<file path="src/spcr_pkg.sv">
// Package: offsets, field positions and reset values of the port id/command registers
package spcr_pkg;
    localparam logic [7:0]  OFF_IDENT     = 8'h00;
    localparam logic [7:0]  OFF_COMMAND   = 8'h04;
    localparam int          VEND_LSB      = 0;
    localparam int          PART_LSB      = 16;
    // Arbitrary neutral identity defaults, not any real maker or part
    localparam logic [15:0] MAKER_ID_RST  = 16'h0a5a;
    localparam logic [15:0] PART_ID_RST   = 16'h0c3c;
    localparam int          CMD_IO_EN     = 0;
    localparam int          CMD_MEM_EN    = 1;
    localparam int          CMD_BM_EN     = 2;
    localparam int          CMD_PERR_RESP = 6;
    localparam int          CMD_ERR_REP   = 8;
    localparam int          CMD_INT_DIS   = 10;
    // Only these bits hold state; all others read zero
    localparam logic [15:0] CMD_WR_MASK   = 16'h0547;
    localparam logic [15:0] CMD_RST       = 16'h0000;
    typedef enum logic [1:0] {
        SPCR_RSP_NONE = 2'b00,
        SPCR_RSP_OK   = 2'b01,
        SPCR_RSP_UR   = 2'b10
    } spcr_rsp_t;
endpackage

</file>
<file path="src/spcr_gate.sv">
// Transaction gating decisions driven by the command bits
`timescale 1ns/100ps
module spcr_gate (
    input  wire logic       io_en,
    input  wire logic       mem_en,
    input  wire logic       bm_en,
    input  wire logic       perr_resp,
    input  wire logic       err_rep,
    input  wire logic       int_dis,
    input  wire logic       pri_req,
    input  wire logic       pri_is_io,
    input  wire logic       dn_req,
    input  wire logic       dn_nonposted,
    input  wire logic       parity_err,
    input  wire logic       err_event,
    input  wire logic       own_intx,
    input  wire logic       fwd_intx,
    output logic            pri_accept,
    output logic            up_forward,
    output spcr_pkg::spcr_rsp_t dn_rsp,
    output logic            perr_act,
    output logic            err_msg,
    output logic            intx_msg
);
    always_comb begin
        pri_accept = pri_req & (pri_is_io ? io_en : mem_en);
        up_forward = dn_req & bm_en;
        if (dn_req && !bm_en && dn_nonposted) begin
            dn_rsp = spcr_pkg::SPCR_RSP_UR;
        end else if (dn_req && bm_en) begin
            dn_rsp = spcr_pkg::SPCR_RSP_OK;
        end else begin
            dn_rsp = spcr_pkg::SPCR_RSP_NONE;
        end
        perr_act = parity_err & perr_resp;
        err_msg = err_event & err_rep;
        intx_msg = (own_intx & ~int_dis) | fwd_intx;
    end
endmodule

</file>
<file path="src/spcr_regs.sv">
// Port identification and command register bank with transaction gating
//
// Function
// - Read-only vendor/device IDs, loadable defaults
// - I/O enable gates primary I/O
// - Memory enable gates primary memory
// - Master disable blocks upstream, marks non-posted UR
// - Rejected non-posted gets UR completion
// - Master enable forwards upstream reads/writes
// - Parity response bit selects parity action
// - Error-report bit gates fatal/non-fatal reporting
// - Interrupt disable blocks own INTx
// - Interrupt disable ignores forwarded INTx
// - Legacy command bits read zero
`timescale 1ns/100ps
module spcr_regs #(
    parameter int ADDR_W = 8,
    parameter int DATA_W = 32,
    parameter int ID_W   = 16
) (
    input  wire logic                ref_clk,
    input  wire logic                reset,
    input  wire logic                cfg_wr,
    input  wire logic                cfg_rd,
    input  wire logic [ADDR_W-1:0]   cfg_addr,
    input  wire logic [DATA_W-1:0]   cfg_wdata,
    input  wire logic [DATA_W/8-1:0] cfg_be,
    input  wire logic                id_load,
    input  wire logic [ID_W-1:0]     id_load_maker,
    input  wire logic [ID_W-1:0]     id_load_part,
    input  wire logic                pri_req,
    input  wire logic                pri_is_io,
    input  wire logic                dn_req,
    input  wire logic                dn_nonposted,
    input  wire logic                parity_err,
    input  wire logic                err_event,
    input  wire logic                own_intx,
    input  wire logic                fwd_intx,
    output logic [DATA_W-1:0]        cfg_rdata,
    output logic                     cfg_rvalid,
    output logic                     pri_accept,
    output logic                     up_forward,
    output logic [1:0]               dn_rsp,
    output logic                     perr_act,
    output logic                     err_msg,
    output logic                     intx_msg,
    output logic [15:0]              command
);
    // Command register is two byte lanes wide
    localparam int CMD_W     = 16;
    localparam int CMD_LANES = CMD_W / 8;

    logic [ID_W-1:0]     maker_r;
    logic [ID_W-1:0]     part_r;
    logic [CMD_W-1:0]    cmd_r;
    logic [CMD_W-1:0]    cmd_nxt;
    wire  [CMD_W-1:0]    lane_w;
    logic                cmd_hit;
    logic                acc_c;
    logic                up_c;
    spcr_pkg::spcr_rsp_t rsp_c;
    logic                perr_c;
    logic                err_c;
    logic                intx_c;

    // Offset match shared by the write and read paths
    function automatic logic addr_hit(input logic [ADDR_W-1:0] addr,
                                      input logic [7:0]        off);
        return addr == ADDR_W'(off);
    endfunction

    // Identity word, maker in the low half
    function automatic logic [DATA_W-1:0] id_word(input logic [ID_W-1:0] maker,
                                                  input logic [ID_W-1:0] part);
        logic [DATA_W-1:0] word;
        word = {DATA_W{1'b0}};
        word[spcr_pkg::VEND_LSB +: ID_W] = maker;
        word[spcr_pkg::PART_LSB +: ID_W] = part;
        return word;
    endfunction

    // IDs change only by reset or side-band load
    always_ff @(posedge ref_clk) begin
        if (reset) begin
            maker_r <= spcr_pkg::MAKER_ID_RST;
            part_r  <= spcr_pkg::PART_ID_RST;
        end else if (id_load) begin
            maker_r <= id_load_maker;
            part_r  <= id_load_part;
        end
    end

    assign cmd_hit = cfg_wr && addr_hit(cfg_addr, spcr_pkg::OFF_COMMAND);

    for (genvar g = 0; g < CMD_LANES; g++) begin : g_lane
        assign lane_w[8*g +: 8] = (cmd_hit && cfg_be[g]) ? cfg_wdata[8*g +: 8]
                                                        : cmd_r[8*g +: 8];
    end

    // legacy and reserved bits forced zero
    always_comb begin
        cmd_nxt = lane_w & spcr_pkg::CMD_WR_MASK;
    end

    always_ff @(posedge ref_clk) begin
        if (reset) begin
            cmd_r <= spcr_pkg::CMD_RST;
        end else begin
            cmd_r <= cmd_nxt;
        end
    end

    // Read answers one cycle after the strobe
    always_ff @(posedge ref_clk) begin
        if (reset) begin
            cfg_rvalid <= 1'b0;
        end else begin
            cfg_rvalid <= cfg_rd;
        end
    end

    // Unmapped offsets and idle cycles read zero; reads see the old command
    always_ff @(posedge ref_clk) begin
        if (reset) begin
            cfg_rdata <= {DATA_W{1'b0}};
        end else if (cfg_rd && addr_hit(cfg_addr, spcr_pkg::OFF_IDENT)) begin
            cfg_rdata <= id_word(maker_r, part_r);
        end else if (cfg_rd && addr_hit(cfg_addr, spcr_pkg::OFF_COMMAND)) begin
            cfg_rdata <= {{(DATA_W-CMD_W){1'b0}}, cmd_r};
        end else begin
            cfg_rdata <= {DATA_W{1'b0}};
        end
    end

    spcr_gate u_gate (
        .io_en        (cmd_r[spcr_pkg::CMD_IO_EN]),
        .mem_en       (cmd_r[spcr_pkg::CMD_MEM_EN]),
        .bm_en        (cmd_r[spcr_pkg::CMD_BM_EN]),
        .perr_resp    (cmd_r[spcr_pkg::CMD_PERR_RESP]),
        .err_rep      (cmd_r[spcr_pkg::CMD_ERR_REP]),
        .int_dis      (cmd_r[spcr_pkg::CMD_INT_DIS]),
        .pri_req      (pri_req),
        .pri_is_io    (pri_is_io),
        .dn_req       (dn_req),
        .dn_nonposted (dn_nonposted),
        .parity_err   (parity_err),
        .err_event    (err_event),
        .own_intx     (own_intx),
        .fwd_intx     (fwd_intx),
        .pri_accept   (acc_c),
        .up_forward   (up_c),
        .dn_rsp       (rsp_c),
        .perr_act     (perr_c),
        .err_msg      (err_c),
        .intx_msg     (intx_c)
    );

    // transaction decisions registered
    // One cycle of latency buys flop-driven outputs
    always_ff @(posedge ref_clk) begin
        if (reset) begin
            pri_accept <= 1'b0;
            up_forward <= 1'b0;
            dn_rsp     <= spcr_pkg::SPCR_RSP_NONE;
        end else begin
            pri_accept <= acc_c;
            up_forward <= up_c;
            dn_rsp     <= rsp_c;
        end
    end

    always_ff @(posedge ref_clk) begin
        if (reset) begin
            perr_act <= 1'b0;
            err_msg  <= 1'b0;
        end else begin
            perr_act <= perr_c;
            err_msg  <= err_c;
        end
    end

    always_ff @(posedge ref_clk) begin
        if (reset) begin
            intx_msg <= 1'b0;
        end else begin
            intx_msg <= intx_c;
        end
    end

    // Mirror follows the register on the same edge
    always_ff @(posedge ref_clk) begin
        if (reset) begin
            command <= spcr_pkg::CMD_RST;
        end else begin
            command <= cmd_nxt;
        end
    end
endmodule

</file>
<file path="config.mk">
export PLATFORM = sky130hd
export DESIGN_NAME = spcr_regs
export DESIGN_NICKNAME = d
export VERILOG_FILES = /design/src/spcr_pkg.sv /design/src/spcr_gate.sv /design/src/spcr_regs.sv
export SDC_FILE = /design/constraint.sdc
export NUM_CORES = 1
export LEC_CHECK = 0
export BUFFER_PORTS_ARGS = -buffer_cell sky130_fd_sc_hd__buf_2
export CAP_MARGIN = 20
export CORE_ASPECT_RATIO = 0.8
export CORE_MARGIN = 8
export CORE_UTILIZATION = 48
export CTS_CLUSTER_SIZE = 12
export DETAILED_ROUTE_END_ITERATION = 7
export HOLD_SLACK_MARGIN = 0.12
export PLACE_DENSITY = 0.84
export SLEW_MARGIN = 10
export SYNTH_ARGS = -nofsm -noshare
export SYNTH_HDL_FRONTEND = slang
export SYNTH_SLANG_ARGS = --single-unit
</file>
<file path="constraint.sdc">
create_clock -name ref_clk -period 2.5 [get_ports ref_clk]
set_input_delay 0.5 -clock ref_clk [delete_from_list [all_inputs] [get_ports ref_clk]]
set_output_delay 0.5 -clock ref_clk [all_outputs]
set_load 0.02 [all_outputs]
</file>
==> run_results.csv, run 1 <==
group,metric,value,unit
clock_tree,cts_hold_buf,0,
clock_tree,clk_pin_slew,0.08,ns
power_and_ir_drop,p_clk_frac,0.377,
yosys,synth_mux_area_frac,0.120,
drt,drt-initial-drc-count,76,
global_route,grt_overflow,0,
clock_tree,root_buffer,"clkbuf_8",
power_and_ir_drop,p_leak,0.00176,uW
floorplan,fp.dieH,83.9,um
global_route,grt_max_degree,50,
sta,hold_viol_final,0,
clock_tree,htreeDepth,3,
yosys,syn_area,2760,um^2
floorplan,core,5500,um^2
layout,final_area,3430,um^2
sta,fmax,684,MHz
yosys,synthXorXnorAreaFrac,0,
worst_setup_path,slowest_stage,"buf_2",
drt,dr.pass1.iters,4,
worst_setup_path,crit_fanout,25,
power_and_ir_drop,internal_power,1820,uW
yosys,synth-seq-cells,78,
yosys,ys.flop_type,"dfxtp_1",
sta,finalCritPeriodShare,0.585,
clock_tree,cts-resized-gates,0,
clock_tree,clk_latency,0.33,ns
yosys,synth_compound_area_frac,0.0398,
power_and_ir_drop,vdd_drop_max,0.000355,V
layout,drive_gt1_frac,0.403,
worst_setup_path,worstSetupEndpointType,"flop",
sta,max_slew_margin,0.568,
yosys,synthSimpleGateAreaFrac,0.197,
min_path,min_path_type,"primary input to flop",
floorplan,ios,145,
drt,avgRoutedWirePerCell,13.9,um
clock_tree,clockBufferDepth,2,
place,placed_cell_area,3250,um^2
yosys,syn_area_per_cell,11.1,um^2
worst_setup_path,worst_setup_path_start_kind,"primary input",
floorplan,start_util,0.503,
place,portBuffers,106,
global_route,grt_pass1_vias,2069,
drt,detail-route-antenna-nets,0,
worst_setup_path,max_stage_delay,0.51,ns
drt,num_vias,1948,
yosys,synthAdderAreaFrac,0,
sta,final_max_slew_viol_count,0,
yosys,yosysWarnings,0,
yosys,synth-async-reset-ratio,0,
flow_run,drv_cap,0,
yosys,synth_edf_count,0,
power_and_ir_drop,p_sw_frac,0.224,
worst_setup_path,crit_arrival,1.69,ns
drt,via_per_inst,4.53,
global_route,grt_pass1_wl,9.80,mm
layout,nets,437,
place,hpwl,4.49,mm
power_and_ir_drop,p_seq_frac,0.552,
yosys,ys_types,23,
sta,worst_pin_slew,0.648,ns
sta,tns,0,ns
global_route,antenna_found_initial,0,
drt,drc_errors,0,
power_and_ir_drop,powerDensity,682,nW/um^2
layout,area_delta_synth_final,24.2,%
drt,wl,5.98,mm
sta,rsz0062_at_grt,"no",
layout,antenna_cells,0,
sta,finalSetupViolations,0,
sta,post-route-min-period,1.46,ns
floorplan,die_w,101,um
power_and_ir_drop,p_sw,525,uW
floorplan,dieArea,8460,um^2
clock_tree,numCtsBuffers,9,
outcome,status,"complete, no violations",
worst_setup_path,worstPathCellList,"buf_2 > buf_4 > nor2b_1 > a211o_1",
clock_tree,cts_setup_buffers,0,
worst_setup_path,crit_type,"primary input to flop",
clock_tree,cts_tree,"built",
worst_setup_path,required,2.73,ns
power_and_ir_drop,power_frac_comb,0.071,
sta,fin_skew,0.00532,ns
place,place_congestion,0.684,
global_route,grt_use_total,0.148,
yosys,synth_top_family_by_area,"simple AND/OR/NAND/NOR gates",
yosys,synthCells,248,
clock_tree,cts.sinks,78,
yosys,yosysSeqAreaShare,0.565,
floorplan,row_count,24,
Yosys cell counts, types with 3 or more instances:
cell | number | area, um^2
buf_6 | 3 | 33.8
nand2b_1 | 12 | 75.1
buf_2 | 3 | 15.0
mux2i_1 | 33 | 330
and2_2 | 17 | 128
clkbuf_1 | 5 | 18.8
inv_1 | 3 | 11.3
nor2b_1 | 13 | 81.3
buf_4 | 18 | 135
dfxtp_1 | 78 | 1560
and2_1 | 10 | 62.6
a211o_1 | 12 | 105
nor2_1 | 29 | 109
kinds of logic (layout without fill, tap and decap cells):
kind of cell           Yosys count  after routing
AOI/OAI and AO/OA               13             13
and+or+nand+nor                 91             91
DFF                             78             78
buffers and inverters           32            127
muxes                           33             33
other                            1             10
final cells by class:
class                      instances  area, um^2
clock inverter                     6        62.6
multi-input combinational        147        1020
timing repair buffer             109         553
sequential                        78        1560
tap                               78        97.6
fill                             495        2060
clock buffer                       9         124
inverter                           3        11.3
through the flow:
step | hold slack [ns] | util | setup WS, ns | total power (uW) | std cells
final | 0.369 | 0.625 | 1.04 | 2340 | 430
after detailed placement | 0.440 | 0.591 | 0.673 | 1490 | 415
after global placement | 0.431 | 0.591 | 0.706 | 1480 | 415
after CTS | 0.349 | 0.625 | 1.03 | 2370 | 430
after floorplan | 0.421 | - | 1.07 | 1430 | 257
after global routing | 0.346 | 0.625 | 0.953 | 2460 | 430
routing by layer:
metal,routed length [um],share of wire,GRT usage,vias to the layer above
met1,2450,0.41,0.158,881
met5,0,0,0,-
met4,40,0.0067,0.0534,0
li1,-,-,-,983
met2,3000,0.50,0.249,82
met3,490,0.082,0.0658,2
path summary, 6_finish.rpt:
kind	from	endpoint	slack, ns	cells past startpoint
max	id_load	part_r[2]	1.04	4
max reg2reg	command[1]	pri_accept	1.71	2
min	id_load_part[5]	part_r[5]	0.37	2
min reg2reg	maker_r[12]	cfg_rdata[12]	0.46	1
sequential cells by signal, summed over array words and instances, names as in the netlist:
signal	cells
dn_rsp	2
cfg_rvalid	1
perr_act	1
err_msg	1
intx_msg	1
cfg_rdata	32
pri_accept	1
part_r	16
command	6
maker_r	16
up_forward	1
power groups by stage:
stage               registers (uW)  clock network, uW  logic (uW)
detailed placement            1320                  0         168
CTS                           1290                914         169
finish                        1290                882         167
global route                  1300                973         187
global placement              1320                  0         163
floorplan                     1320                  0         112
critical path: cells and delay by family:
kind                   cells  cell delay (ns)
AO/OA/AOI/OAI              1             0.22
buffers and inverters      2             0.88
AND/OR/NAND/NOR            1             0.08
layout by cell type (no fill, tap or decap), types with 2 or more instances in the layout:
cell type	netlist	routed
clkbuf_8	0	9
and2_1	10	10
nor2b_1	13	13
buf_4	18	3
clkinv_2	0	3
nand4_1	2	2
and3b_1	2	2
nor2_1	29	29
and2_2	17	17
conb_1	1	10
dfxtp_1	78	78
mux2i_1	33	33
nand2b_1	12	12
a211o_1	12	12
inv_1	3	3
buf_2	3	106
Note: power is estimated with default switching activity, not from simulation.
==> run 2: changes to the inputs <==
--- a/config.mk
+++ b/config.mk
@@ -9,11 +9,11 @@
 export CAP_MARGIN = 20
 export CORE_ASPECT_RATIO = 0.8
 export CORE_MARGIN = 8
-export CORE_UTILIZATION = 48
+export CORE_UTILIZATION = 40
 export CTS_CLUSTER_SIZE = 12
 export DETAILED_ROUTE_END_ITERATION = 7
 export HOLD_SLACK_MARGIN = 0.12
-export PLACE_DENSITY = 0.84
+export PLACE_DENSITY = 0.75
 export SLEW_MARGIN = 10
 export SYNTH_ARGS = -nofsm -noshare
 export SYNTH_HDL_FRONTEND = slang
==> constraint.sdc (replaced) <==
create_clock -name ref_clk -period 1.3 [get_ports ref_clk]
set_input_delay 0.26 -clock ref_clk [delete_from_list [all_inputs] [get_ports ref_clk]]
set_output_delay 0.26 -clock ref_clk [all_outputs]
set_load 0.02 [all_outputs]
==> run 2 against run 1 <==
Critical endpoint is now command[2]. Via count is 4.8% higher. Largest power group unchanged. Design area is 7.1% higher. Sequential power is 92% higher.
==> run_results.csv, run 2 (synthesis gave the netlist of run 1 again) <==
group,metric,value,unit
worst_setup_path,startpoint,"command[2]",
worst_setup_path,slowest_stage,"dfxtp_1",
flow_run,drv_cap,0,
sta,tns,0,ns
min_path,min_path_type,"primary input to flop",
worst_setup_path,required,1.04,ns
worst_setup_path,critPathBufInv,1,
place,hpwl,4.22,mm
floorplan,dieArea,9840,um^2
drt,avgRoutedWirePerCell,13.2,um
layout,nets,454,
sta,rsz0062_at_grt,"no",
layout,antenna_cells,0,
drt,drc_errors,0,
clock_tree,clk_latency,0.34,ns
global_route,grt_pass1_wl,9.59,mm
layout,final_area,3670,um^2
sta,finalCritPeriodShare,0.931,
layout,final_common_cell,"buf_2",
layout,area_delta_synth_final,33.0,%
clock_tree,cts_tree,"built",
floorplan,core,6790,um^2
floorplan,ios,145,
place,place_congestion,0.732,
sta,fmax,826,MHz
clock_tree,numCtsBuffers,9,
worst_setup_path,worstSetupEndpointType,"output port",
worst_setup_path,reg2reg_to,"part_r[4]",
layout,top_register,"cfg_rdata",
worst_setup_path,cp.depth,1,
power_and_ir_drop,p_leak,0.00185,uW
worst_setup_path,reg2reg_depth,2,
global_route,grt_use_total,0.122,
outcome,status,"complete, no violations",
place,placed_cell_area,3320,um^2
drt,via_per_inst,4.47,
global_route,grt_max_degree,50,
worst_setup_path,crit_type,"flop to output port",
drt,drt-initial-drc-count,64,
sta,finalSetupViolations,0,
layout,n_fill_cell,609,
power_and_ir_drop,p_seq_frac,0.514,
power_and_ir_drop,power_frac_comb,0.076,
power_and_ir_drop,internal_power,3750,uW
drt,wl_met1,2.63,mm
global_route,antenna_found_initial,0,
clock_tree,root_buffer,"clkbuf_8",
layout,top_regs,"cfg_rdata: 32 flops, maker_r: 16 flops, part_r: 16 flops",
min_path,min_from,"id_load_maker[1]",
power_and_ir_drop,p_sw,1080,uW
power_and_ir_drop,powerDensity,1310,nW/um^2
power_and_ir_drop,p_sw_frac,0.224,
clock_tree,cts.sinks,78,
sta,hold_viol_final,0,
clock_tree,htreeDepth,3,
layout,final_core_util,0.541,
layout,largest_reg_flops,32,
drt,detail-route-antenna-nets,0,
worst_setup_path,reg2reg_slack,0.53,ns
clock_tree,clk_pin_slew,0.08,ns
drt,dr.pass1.iters,4,
worst_setup_path,reg2reg_from,"part_r[4]",
worst_setup_path,max_stage_delay,0.41,ns
worst_setup_path,crit_fanout,6,
global_route,grt_overflow,0,
clock_tree,clockBufferDepth,2,
drt,wl,6.03,mm
drt,route.met3.wl,568,um
power_and_ir_drop,p_clk_frac,0.410,
clock_tree,cts_setup_buffers,0,
floorplan,die_w,109,um
layout,layout_common_cells,"106 x buf_2, 78 x dfxtp_1, 33 x mux2i_1",
global_route,grt_pass1_vias,2111,
worst_setup_path,crit_arrival,0.95,ns
floorplan,row_count,27,
worst_setup_path,cp_top_family,"flip-flops",
floorplan,fp.dieH,90.4,um
layout,drive_gt1_frac,0.395,
sta,post-route-min-period,1.21,ns
sta,fin_skew,0.00586,ns
worst_setup_path,worstPathCellList,"buf_2",
drt,wl_met2,2.79,mm
power_and_ir_drop,vdd_drop_max,0.000577,V
floorplan,start_util,0.407,
sta,final_max_slew_viol_count,0,
worst_setup_path,worst_setup_path_start_kind,"flop",
place,portBuffers,106,
drt,top_layer,"met4",
worst_setup_path,worstSetupEndpoint,"command[2]",
drt,num_vias,2041,
## run 2: cell count changes in the layout (fill, tap and decap cells not counted)
cell and delta:
bufinv_16 +1, dlygate4sd3_1 +13, inv_6 +1, buf_4 +1
clkinv_2 -3, buf_12 +3, clkbuf_1 +1, clkinv_4 -1
clkinvlp_4 +2
## run 2: what timing repair did
item,CTS,global route
endpoints found under the setup margin,0,0
hold endpoints to repair,11,2
hold buffers,11,2
gates resized for setup,0,0
## run 2: cell type report
| cell class | instances | area (um^2) | area share |
|---|---|---|---|
| flip-flops and latches | 78 | 1560 | 0.425 |
| clock inverters | 6 | 92.6 | 0.0252 |
| repair buffers | 126 | 751 | 0.204 |
| clock buffers | 10 | 128 | 0.0347 |
| multi-input cells | 147 | 1020 | 0.278 |
| inverters | 3 | 11.3 | 0.00306 |
| well taps | 87 | 109 | 0.0296 |
## run 2: power groups by stage
stage | Clock (uW) | Sequential (uW) | Combinational (uW)
final | 1980 | 2480 | 366
after global routing | 2150 | 2490 | 403
after CTS | 2040 | 2480 | 365
after detailed placement | 0 | 2540 | 339
after global placement | 0 | 2530 | 332
after floorplan | 0 | 2540 | 215
## run 2: worst min-delay path by stage
stage | end | cells after the start
after floorplan | cfg_rvalid | 1
final | maker_r[1] | 2
after global placement | cfg_rdata[20] | 1
after CTS | part_r[3] | 2
after global routing | maker_r[1] | 2
after detailed placement | cfg_rdata[21] | 1
## run 2: layer usage
metal,GRT usage,vias to the layer above
met3,0.0592,2
met1,0.132,934
li1,-,1023
met5,0,-
met4,0.0410,0
met2,0.200,82
## run 2: metrics by stage
| step | power, uW | hold WS [ns] | setup WS [ns] | std cells |
|---|---|---|---|---|
| detailed placement | 2880 | 0.432 | -0.0117 | 428 |
| global route | 5050 | 0.127 | 0.00809 | 457 |
| CTS | 4890 | 0.123 | 0.0433 | 455 |
| finish | 4830 | 0.137 | 0.0893 | 457 |
| global placement | 2870 | 0.426 | -0.00219 | 428 |
| floorplan | 2750 | 0.351 | 0.112 | 257 |
